===== config.mk =====
export PLATFORM = sky130hd
export DESIGN_NAME = pse_status_irq
export DESIGN_NICKNAME = d
export VERILOG_FILES = /design/src/include/pse_pkg.sv /design/src/logic/pse_sticky.sv /design/src/logic/pse_status_irq.sv
export SDC_FILE = /design/constraint.sdc
export NUM_CORES = 1
export LEC_CHECK = 0
export BUFFER_PORTS_ARGS = -buffer_cell sky130_fd_sc_hd__buf_2
export CAP_MARGIN = 20
export CELL_PAD_IN_SITES_DETAIL_PLACEMENT = 1
export CELL_PAD_IN_SITES_GLOBAL_PLACEMENT = 2
export CORE_ASPECT_RATIO = 0.75
export CORE_UTILIZATION = 30
export DETAILED_ROUTE_END_ITERATION = 10
export PLACE_DENSITY = 0.89
export RECOVER_POWER = 25
export SYNTH_ARGS = -nofsm -noshare
export SYNTH_HDL_FRONTEND = slang
export SYNTH_SLANG_ARGS = --single-unit

===== constraint.sdc =====
create_clock -name pclk -period 1.9 [get_ports pclk]
set_input_delay 0.285 -clock pclk [delete_from_list [all_inputs] [get_ports pclk]]
set_output_delay 0.285 -clock pclk [all_outputs]
set_load 0.03 [all_outputs]

===== src/include/pse_pkg.sv =====
/*
  Constants, register map and field layout of the link summary status and
  event interrupt enable block. Assumes an APB master with 32-bit data.
*/
package pse_pkg;

  // ----------------------------------------------------------------
  // Register map
  // ----------------------------------------------------------------
  localparam int unsigned ADDR_W          = 12;
  localparam int unsigned DATA_W          = 32;
  localparam int unsigned REG_W           = 16;
  // Printed offsets are word indices; byte address is four times each
  localparam logic [ADDR_W-1:0] IDX_SUMMARY = 12'h011;
  localparam logic [ADDR_W-1:0] IDX_ENABLE  = 12'h012;
  localparam logic [ADDR_W-1:0] IDX_PENDING = 12'h013;

  // ----------------------------------------------------------------
  // Summary field positions
  // ----------------------------------------------------------------
  localparam int unsigned SUM_RATE_LO  = 14;
  localparam int unsigned SUM_DUPLEX   = 13;
  localparam int unsigned SUM_PAGE     = 12;
  localparam int unsigned SUM_RESOLVED = 11;
  localparam int unsigned SUM_LINK     = 10;
  localparam int unsigned SUM_CD_X     = 9;
  localparam int unsigned SUM_AB_X     = 8;
  localparam int unsigned SUM_MASKING  = 7;
  localparam int unsigned SUM_SLEEP    = 6;
  localparam int unsigned SUM_POL_LO   = 2;
  localparam int unsigned SUM_TEN_POL  = 1;
  localparam int unsigned SUM_JABBER   = 0;

  localparam logic [1:0] RATE_10M   = 2'h0;
  localparam logic [1:0] RATE_100M  = 2'h1;
  localparam logic [1:0] RATE_1000M = 2'h2;

  // ----------------------------------------------------------------
  // Event bit positions (enable and pending share the layout)
  // ----------------------------------------------------------------
  localparam int unsigned EV_NEG_FAULT = 15;
  localparam int unsigned EV_RATE      = 14;
  localparam int unsigned EV_DUPLEX    = 13;
  localparam int unsigned EV_PAGE      = 12;
  localparam int unsigned EV_NEG_DONE  = 11;
  localparam int unsigned EV_LINK      = 10;
  localparam int unsigned EV_FALSE_CAR = 8;
  localparam int unsigned EV_CROSSOVER = 6;
  localparam int unsigned EV_DOWNSHIFT = 5;
  localparam int unsigned EV_DORMANT   = 4;
  localparam int unsigned EV_WAKE      = 3;
  localparam logic [REG_W-1:0] EV_MASK = 16'hfd78;

  // ----------------------------------------------------------------
  // Reset values
  // ----------------------------------------------------------------
  localparam logic [REG_W-1:0] SUMMARY_RST = 16'h0002;
  localparam logic [REG_W-1:0] ENABLE_RST  = 16'h0000;
  localparam logic [REG_W-1:0] PENDING_RST = 16'h0000;

  typedef enum logic [1:0] {
    PSE_IDLE = 2'b01,
    PSE_RESP = 2'b10
  } pse_apb_state_t;

endpackage : pse_pkg


===== src/logic/pse_sticky.sv =====
/*
  Bank of sticky flags. Each flag sets on its event pulse and clears on a
  clear-on-read strobe or a write of one. Assumes one clock domain.
*/
`timescale 1ns/100ps
module pse_sticky
  import pse_pkg::*;
#(
  parameter logic [pse_pkg::REG_W-1:0] RST_VAL = pse_pkg::PENDING_RST
) (
  input  wire logic                    pclk,      // Core clock
  input  wire logic                    presetn,   // Async reset, active low
  input  wire logic [pse_pkg::REG_W-1:0] set_vec, // Event pulses
  input  wire logic [pse_pkg::REG_W-1:0] clr_vec, // Bits to clear
  output logic      [pse_pkg::REG_W-1:0] flag_q   // Held flags
);

  logic [REG_W-1:0] flag_ff;
  logic [REG_W-1:0] nxt_flag;

  // ----------------------------------------------------------------
  // Flag update
  // ----------------------------------------------------------------
  // A set in the clearing cycle wins so no event is lost
  always_comb begin
    nxt_flag = (flag_ff & ~clr_vec) | set_vec;
  end

  always_ff @(posedge pclk or negedge presetn) begin
    if (!presetn) begin
      flag_ff <= RST_VAL;
    end else begin
      flag_ff <= nxt_flag;
    end
  end

  assign flag_q = flag_ff;

endmodule : pse_sticky


===== src/logic/pse_status_irq.sv =====
/*
  Link summary status and event interrupt enable registers with an APB
  slave, event pending flags and a level interrupt. Assumes the status
  inputs are synchronous to pclk and event inputs are one-cycle pulses.
*/
`timescale 1ns/100ps
module pse_status_irq
  import pse_pkg::*;
(
  input  wire logic                      pclk,          // Core clock
  input  wire logic                      presetn,       // Async reset, low
  input  wire logic                      psel,          // APB select
  input  wire logic                      penable,       // APB access phase
  input  wire logic                      pwrite,        // APB direction
  input  wire logic [pse_pkg::ADDR_W-1:0] paddr,        // APB byte address
  input  wire logic [pse_pkg::DATA_W-1:0] pwdata,       // APB write data
  input  wire logic [3:0]                pstrb,         // APB byte strobes
  output logic      [pse_pkg::DATA_W-1:0] prdata,       // APB read data
  output logic                           pready,        // APB ready
  output logic                           pslverr,       // APB error
  input  wire logic [1:0]                resolved_rate, // Rate code
  input  wire logic                      full_duplex,   // 1 full duplex
  input  wire logic                      neg_resolved,  // Negotiation done
  input  wire logic                      link_up,       // Link up
  input  wire logic                      pair_cd_crossed,        // C/D MDIX
  input  wire logic                      pair_ab_crossed,        // A/B MDIX
  input  wire logic                      gigabit_masking_active, // Masked
  input  wire logic                      dormant,       // In sleep mode
  input  wire logic [3:0]                channel_polarity_reversed, // D..A
  input  wire logic                      ten_polarity_ok, // 10M polarity
  input  wire logic                      basic_status_jabber, // Jabber lvl
  input  wire logic                      page_rx_pulse,   // Page received
  input  wire logic                      neg_fault_pulse, // Negotiation err
  input  wire logic                      false_carrier_pulse, // False CRS
  input  wire logic                      downshift_pulse, // Speed opt event
  input  wire logic                      wake_packet_pulse, // Wake packet
  output logic                           irq            // Interrupt, high
);

  // ----------------------------------------------------------------
  // Declarations
  // ----------------------------------------------------------------
  pse_apb_state_t     state_ff;
  pse_apb_state_t     nxt_state;
  logic [DATA_W-1:0]  prdata_ff;
  logic [DATA_W-1:0]  nxt_prdata;
  logic               pslverr_ff;
  logic               nxt_pslverr;
  logic [REG_W-1:0]   enable_ff;
  logic [1:0]         rate_ff;
  logic               duplex_ff;
  logic               resolved_ff;
  logic               link_ff;
  logic               cd_x_ff;
  logic               ab_x_ff;
  logic               masking_ff;
  logic               sleep_ff;
  logic [3:0]         pol_ff;
  logic               ten_pol_ff;
  logic               jabber_ff;
  logic               page_ff;
  logic [REG_W-1:0]   summary;
  logic [REG_W-1:0]   pending;
  logic [REG_W-1:0]   ev_set;
  logic [REG_W-1:0]   pend_clr;
  logic               setup;
  logic               done;
  logic               rd_summary;
  logic               rd_pending;
  logic               wr_enable;
  logic               wr_pending;
  logic               gig_linked;

  // Word index of a byte address, or all ones when not word aligned
  function automatic logic [ADDR_W-1:0] word_idx(input logic [ADDR_W-1:0] a);
    word_idx = (a[1:0] == 2'h0) ? {2'h0, a[ADDR_W-1:2]} : {ADDR_W{1'b1}};
  endfunction : word_idx

  // Merge a byte-strobed write into the low 16 bits of a register
  function automatic logic [REG_W-1:0] merge16(input logic [REG_W-1:0] old,
                                                input logic [DATA_W-1:0] wd,
                                                input logic [3:0] st);
    merge16 = {st[1] ? wd[15:8] : old[15:8], st[0] ? wd[7:0] : old[7:0]};
  endfunction : merge16

  // ----------------------------------------------------------------
  // APB handshake
  // ----------------------------------------------------------------
  // Read data is captured in the setup cycle, so the access phase
  // completes at once: zero wait states, data still from a flop.
  assign setup = psel && !penable;
  assign done  = psel && penable && pready;

  always_comb begin
    case (state_ff)
      PSE_IDLE: nxt_state = setup ? PSE_RESP : PSE_IDLE;
      PSE_RESP: nxt_state = done ? (setup ? PSE_RESP : PSE_IDLE) : PSE_RESP;
      default:  nxt_state = PSE_IDLE;
    endcase
  end

  always_ff @(posedge pclk or negedge presetn) begin
    if (!presetn) begin
      state_ff <= PSE_IDLE;
    end else begin
      state_ff <= nxt_state;
    end
  end

  assign pready  = (state_ff == PSE_RESP);
  assign prdata  = prdata_ff;
  assign pslverr = pslverr_ff && pready;

  // ----------------------------------------------------------------
  // Address decode
  // ----------------------------------------------------------------
  assign rd_summary = done && !pwrite && (word_idx(paddr) == IDX_SUMMARY);
  assign rd_pending = done && !pwrite && (word_idx(paddr) == IDX_PENDING);
  assign wr_enable  = done && pwrite && (word_idx(paddr) == IDX_ENABLE);
  assign wr_pending = done && pwrite && (word_idx(paddr) == IDX_PENDING);

  always_comb begin
    nxt_prdata  = prdata_ff;
    nxt_pslverr = pslverr_ff;
    if (setup) begin
      nxt_prdata  = '0;
      nxt_pslverr = 1'b0;
      case (word_idx(paddr))
        IDX_SUMMARY: nxt_prdata[REG_W-1:0] = summary;
        IDX_ENABLE:  nxt_prdata[REG_W-1:0] = enable_ff;
        IDX_PENDING: nxt_prdata[REG_W-1:0] = pending;
        default:     nxt_pslverr = 1'b1;
      endcase
      if (pwrite) begin
        nxt_prdata = '0;
      end
    end
  end

  always_ff @(posedge pclk or negedge presetn) begin
    if (!presetn) begin
      prdata_ff  <= '0;
      pslverr_ff <= 1'b0;
    end else begin
      prdata_ff  <= nxt_prdata;
      pslverr_ff <= nxt_pslverr;
    end
  end

  // ----------------------------------------------------------------
  // Event interrupt enable register
  // ----------------------------------------------------------------
  // Reserved bits never store, so they read as zero
  always_ff @(posedge pclk or negedge presetn) begin
    if (!presetn) begin
      enable_ff <= ENABLE_RST;
    end else if (wr_enable) begin
      enable_ff <= merge16(enable_ff, pwdata, pstrb) & EV_MASK;
    end
  end

  // ----------------------------------------------------------------
  // Status sampling
  // ----------------------------------------------------------------
  always_ff @(posedge pclk or negedge presetn) begin
    if (!presetn) begin
      rate_ff     <= RATE_10M;
      duplex_ff   <= 1'b0;
      resolved_ff <= 1'b0;
      link_ff     <= 1'b0;
      cd_x_ff     <= 1'b0;
      ab_x_ff     <= 1'b0;
      masking_ff  <= 1'b0;
      sleep_ff    <= 1'b0;
      ten_pol_ff  <= SUMMARY_RST[SUM_TEN_POL];
      jabber_ff   <= 1'b0;
    end else begin
      rate_ff     <= resolved_rate;
      duplex_ff   <= full_duplex;
      resolved_ff <= neg_resolved;
      link_ff     <= link_up;
      cd_x_ff     <= pair_cd_crossed;
      ab_x_ff     <= pair_ab_crossed;
      masking_ff  <= gigabit_masking_active && !neg_resolved;
      sleep_ff    <= dormant;
      ten_pol_ff  <= ten_polarity_ok;
      jabber_ff   <= basic_status_jabber;
    end
  end

  // Polarity per channel only has meaning once a gigabit link is up
  assign gig_linked = link_up && (resolved_rate == RATE_1000M);

  always_ff @(posedge pclk or negedge presetn) begin
    if (!presetn) begin
      pol_ff <= 4'h0;
    end else begin
      pol_ff <= gig_linked ? channel_polarity_reversed : 4'h0;
    end
  end

  // Only the value that was returned is cleared, so a page arriving
  // between setup and access is kept for the next read.
  always_ff @(posedge pclk or negedge presetn) begin
    if (!presetn) begin
      page_ff <= 1'b0;
    end else if (page_rx_pulse) begin
      page_ff <= 1'b1;
    end else if (rd_summary && prdata_ff[SUM_PAGE]) begin
      page_ff <= 1'b0;
    end
  end

  always_comb begin
    summary                           = '0;
    summary[SUM_RATE_LO+1:SUM_RATE_LO] = rate_ff;
    summary[SUM_DUPLEX]               = duplex_ff;
    summary[SUM_PAGE]                 = page_ff;
    summary[SUM_RESOLVED]             = resolved_ff;
    summary[SUM_LINK]                 = link_ff;
    summary[SUM_CD_X]                 = cd_x_ff;
    summary[SUM_AB_X]                 = ab_x_ff;
    summary[SUM_MASKING]              = masking_ff;
    summary[SUM_SLEEP]                = sleep_ff;
    summary[SUM_POL_LO+3:SUM_POL_LO]  = pol_ff;
    summary[SUM_TEN_POL]              = ten_pol_ff;
    summary[SUM_JABBER]               = jabber_ff;
  end

  // ----------------------------------------------------------------
  // Event detection
  // ----------------------------------------------------------------
  // Change events compare live inputs against the sampled copy; a
  // status that differs from its reset value fires once after reset.
  always_comb begin
    ev_set               = '0;
    ev_set[EV_NEG_FAULT] = neg_fault_pulse;
    ev_set[EV_RATE]      = (resolved_rate != rate_ff);
    ev_set[EV_DUPLEX]    = (full_duplex != duplex_ff);
    ev_set[EV_PAGE]      = page_rx_pulse;
    ev_set[EV_NEG_DONE]  = neg_resolved && !resolved_ff;
    ev_set[EV_LINK]      = (link_up != link_ff);
    ev_set[EV_FALSE_CAR] = false_carrier_pulse;
    ev_set[EV_CROSSOVER] = (pair_cd_crossed != cd_x_ff) || (pair_ab_crossed != ab_x_ff);
    ev_set[EV_DOWNSHIFT] = downshift_pulse;
    ev_set[EV_DORMANT]   = (dormant != sleep_ff);
    ev_set[EV_WAKE]      = wake_packet_pulse;
  end

  // Clear on read of what was returned, or by writing ones
  always_comb begin
    pend_clr = '0;
    if (rd_pending) begin
      pend_clr = prdata_ff[REG_W-1:0];
    end else if (wr_pending) begin
      pend_clr = merge16('0, pwdata, pstrb);
    end
  end

  // ----------------------------------------------------------------
  // Pending flags and interrupt
  // ----------------------------------------------------------------
  pse_sticky #(
    .RST_VAL (PENDING_RST)
  ) u_pending (
    .pclk    (pclk),
    .presetn (presetn),
    .set_vec (ev_set & EV_MASK),
    .clr_vec (pend_clr),
    .flag_q  (pending)
  );

  always_ff @(posedge pclk or negedge presetn) begin
    if (!presetn) begin
      irq <= 1'b0;
    end else begin
      irq <= |(pending & enable_ff);
    end
  end

endmodule : pse_status_irq


* After elaboration in Yosys (flattened, before gate mapping)
Cells that the tools add are included.
** Word-level totals
- Bits of input ports :: 73
- Register bits :: 79
- Output and inout port bits :: 35
- Word-level logic and storage cells :: 74
** Operators by class
- Mux-type cells :: 14
- Reduce and logical (&&, ||, !) cells :: 25
- Bitwise gates (word level) :: 4
- Equality and inequality tests :: 12
** Operators by type and width (count)
- $mux W16 :: 3
- $pmux W16 S3 :: 1
- $eq A12 B5 Y1 const B :: 3
- $and A16 B16 Y16 :: 2
- $mux W8 :: 2
- $not A16 Y16 :: 1
- $or A16 B16 Y16 :: 1
- $reduce_or A16 Y1 :: 1
- $logic_and A1 B1 Y1 :: 14
- $mux W12 :: 1
- $ne A1 B1 Y1 :: 5
- $eq A2 B2 Y1 const B :: 2
- $logic_not A1 Y1 :: 4
- $mux W2 :: 2
- $mux W4 :: 1
- $pmux W2 S2 :: 1
- $reduce_and A2 Y1 :: 2
- $mux W1 :: 3
- $reduce_or A3 Y1 :: 1
- $eq A2 B1 Y1 const B :: 1
- $logic_not A2 Y1 :: 1
- $ne A2 B2 Y1 :: 1
- $reduce_bool A2 Y1 :: 1
- $logic_or A1 B1 Y1 :: 1

* Longest topological paths before layout
- Word-level depth :: 9
- Gate-level depth with buffers :: 7
- Depth with buffers taken out :: 6

* By module
From an unflattened synthesis, not the netlist that was laid out.
** Second synthesis, totals
- Cell total of the unflattened synthesis :: 273
- Area, all modules :: 3093.0 um2
** Modules (own cells, without submodules)
- pse_status_irq :: times used 1, area each 2512.4 um2, cells each 225
- pse_sticky :: times used 1, area each 580.6 um2, cells each 48

* Least setup slack after synthesis
No wires, ideal clock.
- Path type :: flip-flop to flip-flop
- From :: register state_ff[0]
- To :: register enable_ff[10]
- Clock period less this slack :: 1.978 ns
- Data arrival time :: 1.853 ns
- Setup time :: 0.125 ns
- Slack :: -0.078 ns
- Stages on the path, launching flop included :: 7
- Path buffers :: 0
- Cell sequence :: dfstp_2 -> inv_1 -> ha_1 -> and3_1 -> nand3_2 -> nor3_4 -> mux2_2
** On the way
- Word-level cells in the longest chain between the ends :: 5
** Ends and longest elaborated chain
- from (decl) :: RTL line pse_status_irq.sv:43 : pse_apb_state_t state_ff;
- from (signal assigned) :: RTL line pse_status_irq.sv:106 : state_ff <= nxt_state;
- $eq A2 B2 Y1 :: RTL line pse_status_irq.sv:110 : assign pready = (state_ff == PSE_RESP);
- net pready :: RTL line pse_status_irq.sv:19 : output logic pready,
- $logic_and A1 B1 Y1 :: RTL line pse_status_irq.sv:92 : assign done = psel && penable && pready;
- $logic_and A1 B1 Y1 (2 in series) :: RTL line pse_status_irq.sv:119 : assign wr_enable = done && pwrite && (word_idx(paddr) == IDX_ENABLE);
- $reduce_and A2 Y1 (no line)
- to (signal assigned) :: RTL line pse_status_irq.sv:158 : enable_ff <= merge16(enable_ff, pwdata, pstrb) & EV_MASK;
- to (decl) :: RTL line pse_status_irq.sv:49 : logic [REG_W-1:0] enable_ff;
The timed path passes the listed nets, and every way through them passes these cells.
A chain may end at the register's enable or synchronous reset.

* Worst setup path in the final report
- From :: register state_ff[0]
- To :: register enable_ff[3]
** On the way
- Word-level cells in the longest chain between the ends :: 5
** Ends and longest elaborated chain (RTL line)
- $eq A2 B2 Y1 :: pse_status_irq.sv:110
- $logic_and A1 B1 Y1 :: pse_status_irq.sv:92
- $logic_and A1 B1 Y1 (2 in series) :: pse_status_irq.sv:119
- $reduce_and A2 Y1 (no line)
Every way passes these cells.

==> metrics.txt <==
# TYPE chip_impl_metric gauge
chip_impl_metric{name="regToRegSetupSlack",unit="ns"} 0.11
chip_impl_metric{name="worst-endpoint-required",unit="ns"} 2.12
chip_impl_metric{name="static-leakage-power",unit="nW"} 1.84
chip_impl_info{name="root_buffer",value="sky130_fd_sc_hd__clkbuf_16"} 1
chip_impl_metric{name="clock_insertion_delay_worst_skew",unit="ns"} 0.34
chip_impl_metric{name="fin_crit_sh",unit="%"} 94.4
chip_impl_metric{name="drt_drc_violations_left",unit=""} 0
chip_impl_metric{name="die_w",unit="µm"} 118
chip_impl_metric{name="worst_hold_path.num_cells",unit=""} 1
chip_impl_info{name="layout.cells.most_common",value="sky130_fd_sc_hd__buf_2"} 1
chip_impl_metric{name="sinks_on_clock_net",unit=""} 63
chip_impl_metric{name="drt_pass1_iterations",unit=""} 4
chip_impl_metric{name="postRouteAntennaNets",unit=""} 0
chip_impl_metric{name="number_of_antenna_violations_at_the_first_check_in_global_routing",unit=""} 0
chip_impl_metric{name="finalSetupViolCount",unit=""} 0
chip_impl_info{name="rsz_0062_raised_after_global_routing",value="no"} 1
chip_impl_metric{name="routed_wirelength",unit="µm"} 9300
chip_impl_metric{name="utilization",unit="%"} 40.6
chip_impl_metric{name="htree_levels",unit=""} 3
chip_impl_metric{name="ir_drop",unit="µV"} 485
chip_impl_metric{name="max-cap-violations",unit=""} 0
chip_impl_metric{name="antenna_cells",unit=""} 0
chip_impl_metric{name="grt_start_max_net_pins",unit=""} 47
chip_impl_metric{name="floorplan.io_pins",unit=""} 108
chip_impl_metric{name="total_power",unit="mW"} 3.54
chip_impl_metric{name="drt-vias-per-instance",unit=""} 4.93
chip_impl_metric{name="wl_per_cell",unit="µm"} 18.1
chip_impl_info{name="cts_tree",value="done"} 1
chip_impl_info{name="worst_setup_path_start_kind",value="flip-flop"} 1
chip_impl_info{name="post-synth-top-area-cell",value="sky130_fd_sc_hd__dfrtp_1"} 1
chip_impl_metric{name="number_of_global_route_vias_before_repair",unit=""} 2749
chip_impl_metric{name="place.detailed.instances",unit=""} 496
chip_impl_metric{name="nets",unit=""} 451
chip_impl_metric{name="placement.cell_area",unit="µm²"} 3620
chip_impl_metric{name="row_count",unit=""} 31
chip_impl_info{name="most_used_dff_post_synth",value="sky130_fd_sc_hd__dfrtp_1"} 1
chip_impl_metric{name="yosys.area.top_type_share",unit="%"} 50.6
chip_impl_metric{name="slew_violations",unit=""} 0
chip_impl_metric{name="synth-async-reset-ratio",unit="%"} 100
chip_impl_info{name="run_status",value="finished clean"} 1
chip_impl_metric{name="layout_min_cycle_time",unit="ns"} 1.79
chip_impl_info{name="worstHoldEndpoint",value="ten_pol_ff"} 1
chip_impl_metric{name="final_area",unit="µm²"} 3940
chip_impl_info{name="final_cell_mix",value="sky130_fd_sc_hd__buf_2, sky130_fd_sc_hd__dfrtp_1, sky130_fd_sc_hd__inv_1, sky130_fd_sc_hd__o21ai_0, sky130_fd_sc_hd__nand2_1"} 1
chip_impl_info{name="path_class",value="flip-flop to flip-flop"} 1
chip_impl_metric{name="synth_seq_area_share",unit="%"} 52.3
chip_impl_metric{name="worst_reg2reg_path_length_in_cells",unit=""} 7
chip_impl_metric{name="grt_first_pass_wirelength",unit="µm"} 15200
chip_impl_metric{name="detailedRoute.firstIterationViolations",unit=""} 104
chip_impl_metric{name="postSynthRegisterBits",unit=""} 63
chip_impl_metric{name="synth-edff-count",unit=""} 0
chip_impl_info{name="synth_top_cells_by_area",value="sky130_fd_sc_hd__dfrtp_1, sky130_fd_sc_hd__mux2_2, sky130_fd_sc_hd__buf_4"} 1
chip_impl_metric{name="route.vias.total",unit=""} 2529
chip_impl_metric{name="avgSynthCellArea",unit="µm²"} 10.7
chip_impl_metric{name="worst_margin_slew",unit="ns"} 1.21
chip_impl_metric{name="tritoncts.num_buffers",unit=""} 9
chip_impl_metric{name="cp.arrival",unit="ns"} 2.01
chip_impl_metric{name="floorplan.die_area",unit="µm²"} 10500
chip_impl_metric{name="timing.clock.skew",unit="ns"} 0.00629
chip_impl_info{name="min-delay-start",value="ten_polarity_ok"} 1
chip_impl_info{name="worst_setup_path_end_kind",value="flip-flop"} 1
chip_impl_metric{name="overflow",unit=""} 0
chip_impl_metric{name="ys.warnings.count",unit=""} 0
chip_impl_metric{name="timing_hold_violations_final",unit=""} 0
chip_impl_metric{name="final_layout_size_suffix_gt1_share",unit="%"} 31.0
chip_impl_metric{name="netlist_area",unit="µm²"} 3020
chip_impl_metric{name="layout.filler_cells",unit=""} 1136
chip_impl_metric{name="fmax",unit="MHz"} 557
chip_impl_metric{name="fp.dieH",unit="µm"} 88.9
chip_impl_metric{name="track_usage",unit="%"} 19.6
chip_impl_info{name="worstReg2RegEnd",value="enable_ff[3]"} 1
chip_impl_metric{name="initial_utilization",unit="%"} 31.1
chip_impl_metric{name="worst-path-max-fanout",unit=""} 6
chip_impl_metric{name="post-cts-setup-buffers",unit=""} 0
chip_impl_metric{name="number_of_instances_in_the_synthesized_netlist",unit=""} 282
chip_impl_metric{name="clockBufferDepth",unit=""} 2
chip_impl_metric{name="final_cells",unit=""} 513
chip_impl_metric{name="timing.setup.tns",unit="ns"} 0
chip_impl_metric{name="core_area",unit="µm²"} 9700
chip_impl_metric{name="dp.final_hpwl",unit="µm"} 6670
chip_impl_metric{name="layout-area-overhead-vs-synth",unit="%"} 30.5
chip_impl_metric{name="io_buffer_count",unit=""} 73
chip_impl_metric{name="p_per_area",unit="nW/µm²"} 898
chip_impl_metric{name="synthDistinctLibCells",unit=""} 52
chip_impl_metric{name="gp_routability_congestion",unit=""} 0.774
chip_impl_info{name="rr_startpoint",value="state_ff[0]"} 1
chip_impl_metric{name="clkTransAtPathRegs",unit="ns"} 0.05
chip_impl_metric{name="max-slew-margin-rel",unit="%"} 19.2
chip_impl_info{name="timing.hold.worst.class",value="input port to flip-flop"} 1
==> registers in the layout, summed over array words and instances, names as in the netlist, 2 cells and up <==
signal / flops
prdata: 16
state_ff: 2
rate_ff: 2
enable_ff: 11
pol_ff: 4
u_pending.flag_q: 16
==> worst max-delay path: stages (launching register included) <==
cell and delay [ns]:
sky130_fd_sc_hd__dfstp_2 0.37, sky130_fd_sc_hd__inv_1 0.05, sky130_fd_sc_hd__ha_2 0.21, sky130_fd_sc_hd__and3_4 0.21, sky130_fd_sc_hd__nand3_2 0.12, sky130_fd_sc_hd__nor3_2 0.20, sky130_fd_sc_hd__buf_4 0.19, sky130_fd_sc_hd__mux2_2 0.34
==> metal layers <==
layer	global-route usage (%)	part of all wire (%)	up-vias
li1	-	-	1156
met1	24.9	44	1257
met2	32.6	47	104
met3	5.67	7.0	12
met4	5.83	1.1	0
met5	0	0	-
==> area by class of cell <==
type | instances | area (µm²) | share of cell area (%)
timing repair buffer | 90 | 517 | 13.1
clock inverter | 7 | 87.6 | 2.22
inverter | 26 | 97.6 | 2.48
multi-input combinational | 186 | 1270 | 32.2
clock buffer | 9 | 225 | 5.72
sequential | 63 | 1580 | 40.1
tap | 132 | 165 | 4.19
==> how the worst max path moves through the flow <==
| stage | startpoint | end | slack [ns] |
|---|---|---|---|
| detailed placement | paddr[2] | u_pending.flag_q[3] | 0.02 |
| finish | state_ff[0] | enable_ff[3] | 0.11 |
| global placement | paddr[2] | u_pending.flag_q[5] | 0.06 |
| global route | state_ff[0] | u_pending.flag_q[5] | 0.02 |
| floorplan | state_ff[0] | enable_ff[10] | 0.03 |
| CTS | state_ff[0] | enable_ff[5] | 0.04 |
==> logic make-up after synthesis <==
logic type	after synthesis	share of synthesized area, %
buf+inv	48	8.00
simple gates	72	14.5
flops	63	52.3
mux	19	6.76
compound gates	70	15.5
fa+ha+maj	2	0.829
other cells	1	0.124
xor+xnor	7	2.03
==> report_power, final <==
part / leakage (nW) / total [mW] / internal [mW] / switching [mW]
Combinational: 0.899 / 0.379 / 0.147 / 0.232
Sequential: 0.785 / 1.41 / 1.39 / 0.0229
Clock: 0.155 / 1.75 / 1.14 / 0.608
==> metrics by stage <==
stage	hold slack (ns)	setup WS (ns)
floorplan	-0.0106	0.0316
global placement	0.268	0.0551
detailed placement	0.283	0.0161
CTS	0.0420	0.0395
global route	0.0423	0.0192
finish	0.0517	0.106
==> timing repair <==
| item | in CTS | in global routing |
|---|---|---|
| resized for setup | 0 | 2 |
| hold buffers | 1 | 0 |
| endpoints found under the setup margin | 0 | 10 |
| endpoints found under the hold margin | 15 | 0 |
==> Yosys cell counts (2+ instances only) <==
master and n:
sky130_fd_sc_hd__a21o_1 2, sky130_fd_sc_hd__a21oi_1 9, sky130_fd_sc_hd__a221o_1 7, sky130_fd_sc_hd__a222oi_1 2, sky130_fd_sc_hd__a22o_1 5, sky130_fd_sc_hd__a22oi_1 5
sky130_fd_sc_hd__a31oi_1 3, sky130_fd_sc_hd__and2_0 2, sky130_fd_sc_hd__and2_1 8, sky130_fd_sc_hd__and3_1 2, sky130_fd_sc_hd__buf_4 16, sky130_fd_sc_hd__clkbuf_1 4
sky130_fd_sc_hd__dfrtp_1 61, sky130_fd_sc_hd__dfstp_2 2, sky130_fd_sc_hd__ha_1 2, sky130_fd_sc_hd__inv_1 26, sky130_fd_sc_hd__mux2_2 11, sky130_fd_sc_hd__mux2i_1 8
sky130_fd_sc_hd__nand2_1 18, sky130_fd_sc_hd__nand2b_1 2, sky130_fd_sc_hd__nand3_1 3, sky130_fd_sc_hd__nand4_1 3, sky130_fd_sc_hd__nor2_1 11, sky130_fd_sc_hd__nor2b_1 3
sky130_fd_sc_hd__nor3_1 7, sky130_fd_sc_hd__o211ai_1 2, sky130_fd_sc_hd__o21ai_0 20, sky130_fd_sc_hd__o21ai_1 5, sky130_fd_sc_hd__o22ai_1 4, sky130_fd_sc_hd__xnor2_1 7
(Power assumes the default switching activity.)
